`src/pkg/lbpd_params.svh`:
```
// Constants for the LCD bias pin driver control block.
`ifndef LBPD_PARAMS_SVH
`define LBPD_PARAMS_SVH
`define LBPD_AW            12
`define LBPD_DW            32
`define LBPD_OFS_MAIN      12'h000
`define LBPD_OFS_SEG_LOW   12'h004
`define LBPD_OFS_SEG_MID   12'h008
`define LBPD_OFS_SEG_HIGH  12'h00C
`define LBPD_RST_MAIN      8'h00
`define LBPD_RST_SEG       8'h00
`define LBPD_BIT_PHASE     7
`define LBPD_BIT_CUR_HI    6
`define LBPD_BIT_CUR_LO    5
`define LBPD_BIT_MASTER    4
`define LBPD_SEG_HIGH_MASK 8'h0F
`define LBPD_NCOM          4
`define LBPD_NSEG          20
`endif

```
`src/pkg/lbpd_pkg.sv`:
```
// Types shared by the LCD bias pin driver control block.
package lbpd_pkg;
  typedef enum logic [1:0] {LBPD_LV_VSS, LBPD_LV_THIRD, LBPD_LV_TWO_THIRD, LBPD_LV_VDD} lbpd_level_t;
  typedef struct packed {
    logic        lcd_mode;
    lbpd_level_t level;
  } lbpd_pin_t;
  typedef struct packed {
    logic        psel;
    logic        penable;
    logic        pwrite;
    logic [11:0] paddr;
    logic [31:0] pwdata;
  } lbpd_apb_req_t;
endpackage : lbpd_pkg

```
`src/rtl/lbpd_top.sv`:
```
// LCD bias pin driver control with an APB register slave.
//
// The register addresses and register access over APB were left to the implementer.
`timescale 1ns/100ps
`include "lbpd_params.svh"
module lbpd_top (
  input  wire logic                 REF_CLK,
  input  wire logic                 NRST,
  input  wire lbpd_pkg::lbpd_apb_req_t APB_REQ,
  output logic                      PREADY,
  output logic [31:0]               PRDATA,
  output logic                      PSLVERR,
  input  wire logic [7:0]           PORT_A_DATA,
  input  wire logic [19:0]          SEG_DATA,
  output lbpd_pkg::lbpd_pin_t [3:0]  COM_PIN,
  output lbpd_pkg::lbpd_pin_t [19:0] SEG_PIN,
  output logic [1:0]                DRIVE_CURRENT
);
  import lbpd_pkg::*;

  // ==========================================================
  // Level selection.
  // A data bit of one picks the full rail of the phase, zero picks the bias level of the phase.
  // Commons and segments swing opposite ways, so one data value gives opposite rails on each.
  function automatic lbpd_level_t pick_level(input logic is_com,
                                             input logic phase,
                                             input logic data);
    lbpd_level_t lv;
    lv = LBPD_LV_VSS;
    if (is_com) begin
      if (!phase) begin
        lv = data ? LBPD_LV_VDD : LBPD_LV_THIRD;
      end else begin
        lv = data ? LBPD_LV_VSS : LBPD_LV_TWO_THIRD;
      end
    end else begin
      if (!phase) begin
        lv = data ? LBPD_LV_VSS : LBPD_LV_TWO_THIRD;
      end else begin
        lv = data ? LBPD_LV_VDD : LBPD_LV_THIRD;
      end
    end
    return lv;
  endfunction : pick_level

  // ==========================================================
  // Register file.
  // The high segment register keeps only its four implemented bits, so the rest read as zero.
  logic [7:0] lcd_main_control;
  logic [7:0] segment_enable_low;
  logic [7:0] segment_enable_mid;
  logic [7:0] segment_enable_high;
  logic [7:0] next_lcd_main_control;
  logic [7:0] next_segment_enable_low;
  logic [7:0] next_segment_enable_mid;
  logic [7:0] next_segment_enable_high;
  logic       wr_done;
  logic       addr_ok;

  assign addr_ok = (APB_REQ.paddr == `LBPD_OFS_MAIN) ||
                   (APB_REQ.paddr == `LBPD_OFS_SEG_LOW) ||
                   (APB_REQ.paddr == `LBPD_OFS_SEG_MID) ||
                   (APB_REQ.paddr == `LBPD_OFS_SEG_HIGH);
  assign wr_done = APB_REQ.psel && APB_REQ.penable && PREADY && APB_REQ.pwrite;

  always_comb begin
    next_lcd_main_control    = lcd_main_control;
    next_segment_enable_low  = segment_enable_low;
    next_segment_enable_mid  = segment_enable_mid;
    next_segment_enable_high = segment_enable_high;
    if (wr_done) begin
      unique case (APB_REQ.paddr)
        `LBPD_OFS_MAIN: begin
          next_lcd_main_control = APB_REQ.pwdata[7:0];
        end
        `LBPD_OFS_SEG_LOW: begin
          next_segment_enable_low = APB_REQ.pwdata[7:0];
        end
        `LBPD_OFS_SEG_MID: begin
          next_segment_enable_mid = APB_REQ.pwdata[7:0];
        end
        `LBPD_OFS_SEG_HIGH: begin
          next_segment_enable_high = APB_REQ.pwdata[7:0] & `LBPD_SEG_HIGH_MASK;
        end
        default: begin
        end
      endcase
    end
  end

  always_ff @(posedge REF_CLK or negedge NRST) begin
    if (!NRST) begin
      lcd_main_control    <= `LBPD_RST_MAIN;
      segment_enable_low  <= `LBPD_RST_SEG;
      segment_enable_mid  <= `LBPD_RST_SEG;
      segment_enable_high <= `LBPD_RST_SEG;
    end else begin
      lcd_main_control    <= next_lcd_main_control;
      segment_enable_low  <= next_segment_enable_low;
      segment_enable_mid  <= next_segment_enable_mid;
      segment_enable_high <= next_segment_enable_high;
    end
  end

  // ==========================================================
  // APB response, no wait states.
  // Answering straight from the setup cycle keeps every transfer at two cycles.
  // Unmapped addresses answer with an error and leave every register untouched.
  logic        next_pready;
  logic [31:0] next_prdata;
  logic        next_pslverr;

  always_comb begin
    next_pready  = 1'b0;
    next_prdata  = 32'h0000_0000;
    next_pslverr = 1'b0;
    if (APB_REQ.psel && !APB_REQ.penable) begin
      next_pready  = 1'b1;
      next_pslverr = !addr_ok;
      if (!APB_REQ.pwrite) begin
        unique case (APB_REQ.paddr)
          `LBPD_OFS_MAIN: begin
            next_prdata = {24'h000000, lcd_main_control};
          end
          `LBPD_OFS_SEG_LOW: begin
            next_prdata = {24'h000000, segment_enable_low};
          end
          `LBPD_OFS_SEG_MID: begin
            next_prdata = {24'h000000, segment_enable_mid};
          end
          `LBPD_OFS_SEG_HIGH: begin
            next_prdata = {24'h000000, segment_enable_high & `LBPD_SEG_HIGH_MASK};
          end
          default: begin
            next_prdata = 32'h0000_0000;
          end
        endcase
      end
    end
  end

  always_ff @(posedge REF_CLK or negedge NRST) begin
    if (!NRST) begin
      PREADY  <= 1'b0;
      PRDATA  <= 32'h0000_0000;
      PSLVERR <= 1'b0;
    end else begin
      PREADY  <= next_pready;
      PRDATA  <= next_prdata;
      PSLVERR <= next_pslverr;
    end
  end

  // ==========================================================
  // Pin drive.
  // Every pin is registered, so it follows a register write one cycle later without glitches.
  // The LCD role overrides the port direction, so software need not make the pin an output.
  logic                     master;
  logic                     phase;
  logic [3:0]               com_sel;
  logic [19:0]              seg_sel;
  logic [3:0]               com_data;
  lbpd_pin_t [3:0]          next_com_pin;
  lbpd_pin_t [19:0]         next_seg_pin;
  logic [1:0]               next_drive_current;

  assign master   = lcd_main_control[`LBPD_BIT_MASTER];
  assign phase    = lcd_main_control[`LBPD_BIT_PHASE];
  assign com_sel  = lcd_main_control[3:0];
  assign seg_sel  = {segment_enable_high[3:0], segment_enable_mid, segment_enable_low};
  assign com_data = {PORT_A_DATA[4], PORT_A_DATA[2], PORT_A_DATA[1], PORT_A_DATA[0]};

  always_comb begin
    next_drive_current = lcd_main_control[`LBPD_BIT_CUR_HI:`LBPD_BIT_CUR_LO];
    for (int i = 0; i < `LBPD_NCOM; i++) begin
      next_com_pin[i].lcd_mode = master && com_sel[i];
      next_com_pin[i].level    = LBPD_LV_VSS;
      if (master && com_sel[i]) begin
        next_com_pin[i].level = pick_level(1'b1, phase, com_data[i]);
      end
    end
    for (int j = 0; j < `LBPD_NSEG; j++) begin
      next_seg_pin[j].lcd_mode = master && seg_sel[j];
      next_seg_pin[j].level    = LBPD_LV_VSS;
      if (master && seg_sel[j]) begin
        next_seg_pin[j].level = pick_level(1'b0, phase, SEG_DATA[j]);
      end
    end
  end

  always_ff @(posedge REF_CLK or negedge NRST) begin
    if (!NRST) begin
      COM_PIN       <= '0;
      SEG_PIN       <= '0;
      DRIVE_CURRENT <= 2'h0;
    end else begin
      COM_PIN       <= next_com_pin;
      SEG_PIN       <= next_seg_pin;
      DRIVE_CURRENT <= next_drive_current;
    end
  end

  logic [3:0]  com_mode_v;
  logic [19:0] seg_mode_v;
  logic        all_vss;
  always_comb begin
    all_vss = 1'b1;
    for (int k = 0; k < `LBPD_NCOM; k++) begin
      com_mode_v[k] = COM_PIN[k].lcd_mode;
      if (COM_PIN[k].level != LBPD_LV_VSS) begin
        all_vss = 1'b0;
      end
    end
    for (int m = 0; m < `LBPD_NSEG; m++) begin
      seg_mode_v[m] = SEG_PIN[m].lcd_mode;
      if (SEG_PIN[m].level != LBPD_LV_VSS) begin
        all_vss = 1'b0;
      end
    end
  end
endmodule : lbpd_top

```
`config.mk`:
```
export PLATFORM = sky130hd
export DESIGN_NAME = lbpd_top
export DESIGN_NICKNAME = d
export VERILOG_FILES = /design/src/pkg/lbpd_pkg.sv /design/src/rtl/lbpd_top.sv
export VERILOG_INCLUDE_DIRS = /design/src /design/src/pkg
export SDC_FILE = /design/constraint.sdc
export NUM_CORES = 1
export LEC_CHECK = 0
export ABC_AREA = 1
export ABC_CLOCK_PERIOD_IN_PS = 1200
export BUFFER_PORTS_ARGS = -buffer_cell sky130_fd_sc_hd__buf_2
export CELL_PAD_IN_SITES_DETAIL_PLACEMENT = 1
export CELL_PAD_IN_SITES_GLOBAL_PLACEMENT = 1
export CORE_ASPECT_RATIO = 2
export CORE_UTILIZATION = 32
export DETAILED_ROUTE_END_ITERATION = 8
export MAX_ROUTING_LAYER = met4
export PLACE_DENSITY = 0.75
export SYNTH_ARGS = -nofsm -noshare
export SYNTH_HDL_FRONTEND = slang
export SYNTH_SLANG_ARGS = --single-unit
```
`constraint.sdc`:
```
create_clock -name REF_CLK -period 1.2 [get_ports REF_CLK]
set_input_delay 0.18 -clock REF_CLK [delete_from_list [all_inputs] [get_ports REF_CLK]]
set_output_delay 0.18 -clock REF_CLK [all_outputs]
set_load 0.05 [all_outputs]
```
==> run metrics, run 1 <==
run status complete, but fails checks; failing checks DRC; GRT Total Usage 18.00%; Final #Nets 673; Worst Path Required 1.43 ns; CP Launch Type flop; vias post-DR 3444; reg2reg start PREADY; Util after Layout 42.77%; crit-path leading delay family flip-flops; Seq/Total Area, Yosys 63.78%; number of antenna violations at the first check in global routing 0; Finish-stage setup viols 0; DR WL met3 366 um; Synth Instances 440; slowest library cell on the worst path dfrtp_2; RSZ-0062 raised after global routing yes; crit path launch PREADY; drt initial violations 127; CP Class flop to flop; placed cell area 5339 sq um; hpwl dp 8935 um; PD cells 1266 nW/um^2; crit-path cells nand2_2 > nor2_4 > inv_4 > buf_12 > o21ai_2 > nand2_1; Die H 167.7 um; CP max FO 4; CTS tree built; Setup crit end kind flop; footprint of the multi-input gates 1339 sq um; grt total ovfl 0; buffer and inverter count on the worst path 2; Core Footprint 13440 sq um; Final WS setup 0.01547 ns; first-pass GRT wire length 19040 um; sequential cell area 2804 sq um; vias in the first global route 3786; # clock sinks 112; Max Used Layer met4; Ports 185; # diodes 0; Worst-Skew Late Latency 0.34 ns; DRC violations left 8; port bufs 132; DR pass1 iterations 8; Routed WL 11860 um; H-Tree Depth 3; starting density of the core 32.70%; max-slew violations 0; num rows 60; hold_sp APB_REQ[45]; Final Cycle Share 98.71%; setup slack at placement -0.2151 ns; Max Root-Sink Buffers 2; WHS 0.03251 ns; post-route cell area 5748 sq um; vias per cell 4.556; CP peak stage delay 0.37 ns; WL met1 3966 um; Num CTS Buffers 9; crit path DAT 1.41 ns; CTS clock-pin slew for the worst setup and hold paths 0.07 ns; Leak 3.379 nW; max-cap violations 0; Die ar. 14230 sq um; Syn. warnings 0; final hold violations 0; layout cells sized above 1 33.78%; HP Class input port to flop; Fill cells 1598; Final Skew 0.007225 ns; root buf cell clkbuf_16; Area Growth Syn to Fin 30.81%; Final Wtd Congestion 0.8611; die width 84.86 um; largest net degree at the start of global routing 89; routed wl met2 7201 um; setup total negative slack 0 ns; DRT antenna net count 0; Avg Cell Area, Syn 9.987 sq um; f_max 844.2 MHz; Post-Synthesis Cell Area 4394 sq um; Seq cells post-synth 112; Final Critical Period 1.185 ns; library cells used by synthesis 19; drt wl/cell 15.69 um; VDD IR max 595.5 uV
## synth_stat cells
master	instances	area [sq um]
dfrtp_1	112	2803
nand2_1	82	307.8
nor2_1	74	277.8
inv_1	37	138.9
o21ai_1	30	150.1
buf_4	25	187.7
nand3_1	25	125.1
xor2_1	20	175.2
buf_2	6	30.03
clkbuf_1	5	18.77
inv_2	5	18.77
nor2_4	5	56.30
xnor2_1	4	35.03
nand2_2	3	18.77
nand3_2	2	20.02
nor3_1	2	10.01
buf_6	1	11.26
conb_1	1	3.750
nor2_2	1	6.260
## worst register-to-register path: stages, from the launching register on
cell and delay (ns):
dfrtp_2 0.37, nand2_2 0.06, nor2_4 0.20, inv_4 0.11, buf_12 0.15, o21ai_2 0.13, nand2_1 0.06
## per-stage QoR
| stage | power, mW | cells |
|---|---|---|
| after floorplan | 4.164 | 463 |
| after global placement | 4.308 | 735 |
| after detailed placement | 4.322 | 735 |
| after CTS | 7.359 | 753 |
| after global routing | 7.518 | 756 |
| final | 7.276 | 756 |
## cells in the final DEF (no fill, tap or decap), types with 2 or more instances in the layout
master	instances
buf_2	131
dfrtp_1	111
nand2_1	76
nor2_1	74
inv_1	37
nand3_1	25
conb_1	24
o21ai_1	22
xor2_1	20
buf_4	16
clkbuf_16	9
nand2_2	8
o21ai_2	8
nor2_4	7
buf_12	6
inv_2	4
xnor2_1	4
buf_6	4
nor3_1	2
nand3_2	2
clkbuf_1	2
clkbuf_8	2
clkinv_2	2
## where the power goes
| group | switching [mW] | internal, mW | leakage [nW] |
|---|---|---|---|
| clock | 1.30 | 1.73 | 0.150 |
| sequential | 0.00204 | 3.78 | 1.56 |
| combinational | 0.357 | 0.111 | 1.67 |
## cell families (layout without fill, tap and decap cells)
group | after synthesis | in the layout | share of synthesized area (%)
AOI/OAI and AO/OA | 30 | 30 | 3.417
buffers and inverters | 79 | 216 | 9.226
xor gates and xnor gates | 24 | 24 | 4.784
other | 1 | 24 | 0.08534
and+or+nand+nor | 194 | 195 | 18.71
DFF | 112 | 112 | 63.78
## timing repair
action                                  CTS  global route
endpoints found under the setup margin    9            29
hold endpoints to repair                112             0
gates resized for setup                  14             6
buffers inserted                          0             3
pin swaps                                12             4
hold buffers                              1             0
cloned                                    1             0
## final timing paths
path | end | depth (start not counted) | slack [ns]
setup / recovery | lcd_main_control[3] | 6 | 0.02
setup reg to reg | lcd_main_control[3] | 6 | 0.02
max in group asynchronous | SEG_PIN[12] | 3 | 0.41
hold reg to reg | DRIVE_CURRENT[1] | 0 | 0.44
min in group asynchronous | SEG_PIN[33] | 3 | 0.40
hold / removal | PREADY | 2 | 0.03
## final cells by class
cell class / count / share of cell area [%]
clock buffer: 13 / 4.528
clock inverter: 3 / 0.6966
inverter: 42 / 2.786
multi-input combinational: 273 / 23.29
sequential: 112 / 48.78
tap: 155 / 3.374
timing repair buffer: 158 / 16.54
## per-layer routing
layer / vias up / global-route usage, %
li1: 1607 / -
met1: 1708 / 17.19
met2: 108 / 34.92
met3: 21 / 2.070
met4: 0 / 8.401
met5: - / -
## registers in the layout, indices dropped and copies added, names as in the netlist
register and count:
DRIVE_CURRENT 2, segment_enable_high 4, PRDATA 8, PREADY 1, SEG_PIN 60, segment_enable_low 8
PSLVERR 1, segment_enable_mid 8, lcd_main_control 8, COM_PIN 12
No activity file was read; power rests on OpenSTA's default activity.
==> run 2, diff against run 1 <==
Settings changed: PLACE_DENSITY 0.75 to unset, PLACE_DENSITY_LB_ADDON set to 0.08.
==> run 2 against run 1 <==
Effect of this change:
- the run still ends with DRC left
- clock-buffer cell count decreased by 3
- die area did not move
- core utilization grew 1.0 points
- critical endpoint is now segment_enable_low[5]
- highest routed layer unchanged
==> run metrics, run 2 (synthesis gave the netlist of run 1 again) <==
reg2reg setup slack 0.02 ns; Util after Layout 43.81%; Routed WL 11810 um; crit path DAT 1.43 ns; Final Critical Period 1.185 ns; max reg flops 60; Die H 167.7 um; CTS tree built; run status complete, but fails checks; crit-path leading delay family flip-flops; Ports 185; P_int 5.611 mW; Core Footprint 13440 sq um; Worst-Skew Late Latency 0.35 ns; Die ar. 14230 sq um; most common cell after layout, fill and taps aside buf_2; crit-path cells nand2_2 > nor2_4 > buf_12 > nand3_4 > clkbuf_16 > nand2_4 > o21ai_2; Sw Share 24.18%; starting density of the core 32.70%; final hold violations 0; Clock power frac 42.3%; post-route cell area 5887 sq um; num rows 60; CP Class flop to flop; CP Depth 7; reg2reg path depth 7; # diodes 0; root buf cell clkbuf_16; vias per cell 4.485; sequential power share 51.0%; GRT Total Usage 17.94%; Fill cells 1575; Sw Pwr 1.789 mW; failing checks DRC; setup total negative slack 0 ns; Final Skew 0.008095 ns; drt wl/cell 15.44 um; Setup crit end kind flop; CP max FO 8; hpwl dp 8881 um; die width 84.86 um; DR pass1 iterations 8; r2r endpoint segment_enable_low[5]; DRC violations left 12; max-cap violations 0; WHS 0.04841 ns; Worst Path Required 1.45 ns; crit path launch PREADY; CP endpoint segment_enable_low[5]; Area Growth Syn to Fin 33.97%; most frequent cells in the layout buf_2, dfrtp_1, nand2_1; slowest library cell on the worst path dfrtp_2; first-pass GRT wire length 18730 um; setup slack at placement -0.2229 ns; PD cells 1257 nW/um^2; drt initial violations 122; largest net degree at the start of global routing 35; CP peak stage delay 0.38 ns; f_max 844.2 MHz; port bufs 132; register name with the most flops SEG_PIN; Finish-stage setup viols 0; sequential cell area 2805 sq um; Final #Nets 682; combinational share of power 6.6%; vias in the first global route 3711; number of antenna violations at the first check in global routing 0; footprint of the multi-input gates 1368 sq um; buffer and inverter count on the worst path 2; Largest regs SEG_PIN: 60 flops, COM_PIN: 12 flops; CP Launch Type flop; VDD IR max 705.3 uV; Final WS setup 0.01541 ns; Final Wtd Congestion 0.8053; placed cell area 5395 sq um; # clock sinks 112; H-Tree Depth 3; vias post-DR 3431; reg2reg start PREADY; DRT antenna net count 0; Num CTS Buffers 9; Max Root-Sink Buffers 2; grt total ovfl 0; Final Cycle Share 98.72%; HP Class input port to flop; max-slew violations 0; RSZ-0062 raised after global routing yes; CTS clock-pin slew for the worst setup and hold paths 0.08 ns; layout cells sized above 1 35.74%; worst hold stages 3; Leak 3.439 nW
run 2: cell types whose count changed in the layout (fill, tap and decap cells not counted), moves of 2 or more:
| cell | change |
|---|---|
| buf_4 | +6 |
| o21ai_1 | -3 |
| o21ai_2 | +3 |
| clkbuf_1 | -2 |
| clkinv_2 | -2 |
| clkinv_4 | +2 |
| nand3_4 | +2 |
run 2: power groups by stage:
stage                     combinational, mW  sequential [mW]  clock [mW]
after floorplan                       0.299             3.87           0
after global placement                0.480             3.85           0
after detailed placement              0.490             3.85           0
after CTS                             0.494             3.78        3.25
after global routing                  0.534             3.78        3.38
final                                 0.492             3.78        3.13
run 2: worst min-delay path, cell delays in order:
cell and delay (ns):
buf_2 0.09, nand2_1 0.05, nand2_1 0.05
run 2: through the flow:
stage          cells  total power, mW
2_1_floorplan    463            4.164
3_3_place_gp     744            4.332
3_5_place_dp     744            4.342
4_1_cts          761            7.525
5_1_grt          765            7.690
6_report         765            7.400
run 2: layer usage:
layer,track usage [%],up-vias,share of wire (%)
met2,34.43,104,59
met1,18.03,1695,35
met4,6.043,0,1.6
li1,-,1622,-
met5,-,-,0
met3,2.760,10,3.7
run 2: what timing repair did:
action / in CTS / in global routing
pin swaps: 4 / 5
hold buffers: 1 / 0
buffers inserted: 0 / 1
endpoints found under the hold margin: 20 / 0
cloned: 0 / 3
gates resized for setup: 4 / 24
endpoints found under the setup margin: 4 / 27
run 2: area by class of cell:
cell class              instances  area share [%]
clock buffers                  10           4.060
clock inverters                 6           1.275
inverters                      42           2.721
multi-input cells             273           23.23
flip-flops and latches        112           47.65
well taps                     155           3.294
repair buffers                167           17.77
run 2: worst min path at each step:
stage / startpoint / endpoint / slack [ns]
floorplan: NRST / COM_PIN[0] / -0.12
global placement: NRST / COM_PIN[0] / 0.14
detailed placement: NRST / SEG_PIN[11] / 0.14
CTS: APB_REQ[2] / lcd_main_control[2] / 0.04
global route: APB_REQ[5] / lcd_main_control[5] / 0.05
finish: APB_REQ[2] / lcd_main_control[2] / 0.05
==> run 3, diff against run 2 <==
Settings changed: ABC_CLOCK_PERIOD_IN_PS 1200 to 1540, CORE_UTILIZATION 32 to 38.
Clock period 1.2 ns to 1.54 ns, I/O delays scaled along.
==> run 3 against run 2 <==
Effect of this change:
- the flow now finishes without violations
- global-route usage grew 2.5 points
- register-to-register slack gained 0.10 ns
- final area shrank 5.9%
- routed wire length shrank 5.9%
- die area shrank 16%
- sequential cell count is the same
- sequential share of layout area grew 3.0 points
==> run metrics, run 3 (synthesis gave the netlist of run 1 again) <==
CP Launch Type flop; DR pass1 iterations 4; Routed WL 11110 um; Post CTS Setup Buffer Count 0; final hold violations 0; sequential power share 53.5%; Worst-Skew Late Latency 0.35 ns; DRT antenna net count 0; max reg flops 60; # clock sinks 112; WHS 0.08824 ns; Max Root-Sink Buffers 2; Final Cycle Share 92.47%; max-slew violations 0; P_int 4.178 mW; CP Class flop to flop; vias in the first global route 3583; PD cells 992.2 nW/um^2; Area Growth Syn to Fin 26.08%; final cell count without fillers 733; layout cells sized above 1 30.63%; Final #Nets 664; Placed Cells 717; Clock power frac 39.8%; CP peak stage delay 0.37 ns; GRT Total Usage 20.49%; Sw Pwr 1.319 mW; most common cell after layout, fill and taps aside buf_2; H-Tree Depth 3; port bufs 132; root buf cell clkbuf_16; most frequent cells in the layout buf_2, dfrtp_1, nand2_1; grt total ovfl 0; run status completed; Die H 154.1 um; setup total negative slack 0 ns; number of antenna violations at the first check in global routing 0; crit-path leading delay family simple AND/OR/NAND/NOR gates; Setup crit end kind flop; Ports 185; starting density of the core 38.94%; CTS clock-pin slew for the worst setup and hold paths 0.07 ns; CTS tree built; Fill cells 1349; vias post-DR 3358; Leak 3.299 nW; Largest regs SEG_PIN: 60 flops, COM_PIN: 12 flops; combinational share of power 6.6%; VDD IR max 508.9 uV; Num CTS Buffers 9; HP Class input port to flop; hpwl dp 8440 um; crit path DAT 1.64 ns; drt wl/cell 15.16 um; largest net degree at the start of global routing 39; Finish-stage setup viols 0; Util after Layout 49.09%; Final Wtd Congestion 0.8161; slowest library cell on the worst path nand3_2; Die ar. 12020 sq um; buffer and inverter count on the worst path 0; # diodes 0; RSZ-0062 raised after global routing yes; vias per cell 4.581; Final Critical Period 1.424 ns; Final Skew 0.007524 ns; f_max 702.2 MHz; die width 78.04 um; Core Footprint 11290 sq um; Worst Path Required 1.76 ns; Sw Share 23.99%; CP max FO 16; drt initial violations 87; CP most frequent cell nand2_1; reg2reg setup slack 0.12 ns; crit-path cells nand2_1 > nor2_2 > nand3_2 > nand2_1 > o21ai_1; first-pass GRT wire length 17910 um; num rows 55; Design Power 5.497 mW; DRC violations left 0; register name with the most flops SEG_PIN; Post-CTS Resized 0; max-cap violations 0
-- run 3: cell types whose count changed in the layout (fill, tap and decap cells not counted), sizes merged --
cell    previous run  this run
nor2              81        80
inv               44        45
buf              165       149
clkbuf            11        10
clkinv             2         1
bufinv             1         0
-- run 3: power groups by stage --
stage          clock (mW)  sequential (mW)  combinational (mW)
3_3_place_gp            0             3.00               0.359
6_report             2.19             2.94               0.365
5_1_grt              2.37             2.94               0.396
4_1_cts              2.27             2.94               0.371
2_1_floorplan           0             3.01               0.232
3_5_place_dp            0             3.00               0.368
-- run 3: through the flow --
| step | setup slack (ns) | area [sq um] |
|---|---|---|
| 2_1_floorplan | 0.06063 | 4481 |
| 4_1_cts | 0.09741 | 5540 |
| 3_3_place_gp | 0.08347 | 5253 |
| 5_1_grt | -0.003938 | 5540 |
| 3_5_place_dp | 0.007906 | 5253 |
| 6_report | 0.1160 | 5540 |
-- run 3: routing by layer --
layer	GRT usage, %	routed length, um	part of all wire, %	vias up
met5	-	0	0	-
met4	8.995	357	3.2	0
met3	4.332	425	3.8	21
met2	37.39	6326	57	107
met1	20.42	4001	36	1645
li1	-	-	-	1585
-- run 3: what timing repair did --
item / 4_1_cts / 5_1_grt
hold buffers: 1 / 0
endpoints found under the hold margin: 30 / 0
endpoints found under the setup margin: 0 / 1
-- run 3: area by class of cell --
class | instances | area, sq um | area share, %
sequential | 112 | 2804 | 50.61
multi-input combinational | 272 | 1272 | 22.97
timing repair buffer | 150 | 850.8 | 15.36
clock buffer | 10 | 239.0 | 4.313
tap | 142 | 177.7 | 3.207
inverter | 42 | 157.7 | 2.846
clock inverter | 5 | 38.79 | 0.7001
-- run 3: final timing paths --
path | start | endpoint | cells past startpoint
hold reg to reg | lcd_main_control[6] | DRIVE_CURRENT[1] | 0
setup reg to reg | PREADY | segment_enable_mid[1] | 5
setup / recovery | PREADY | segment_enable_mid[1] | 5
hold / removal | APB_REQ[45] | PREADY | 2
min in group asynchronous | NRST | COM_PIN[6] | 2
max in group asynchronous | NRST | SEG_PIN[55] | 3
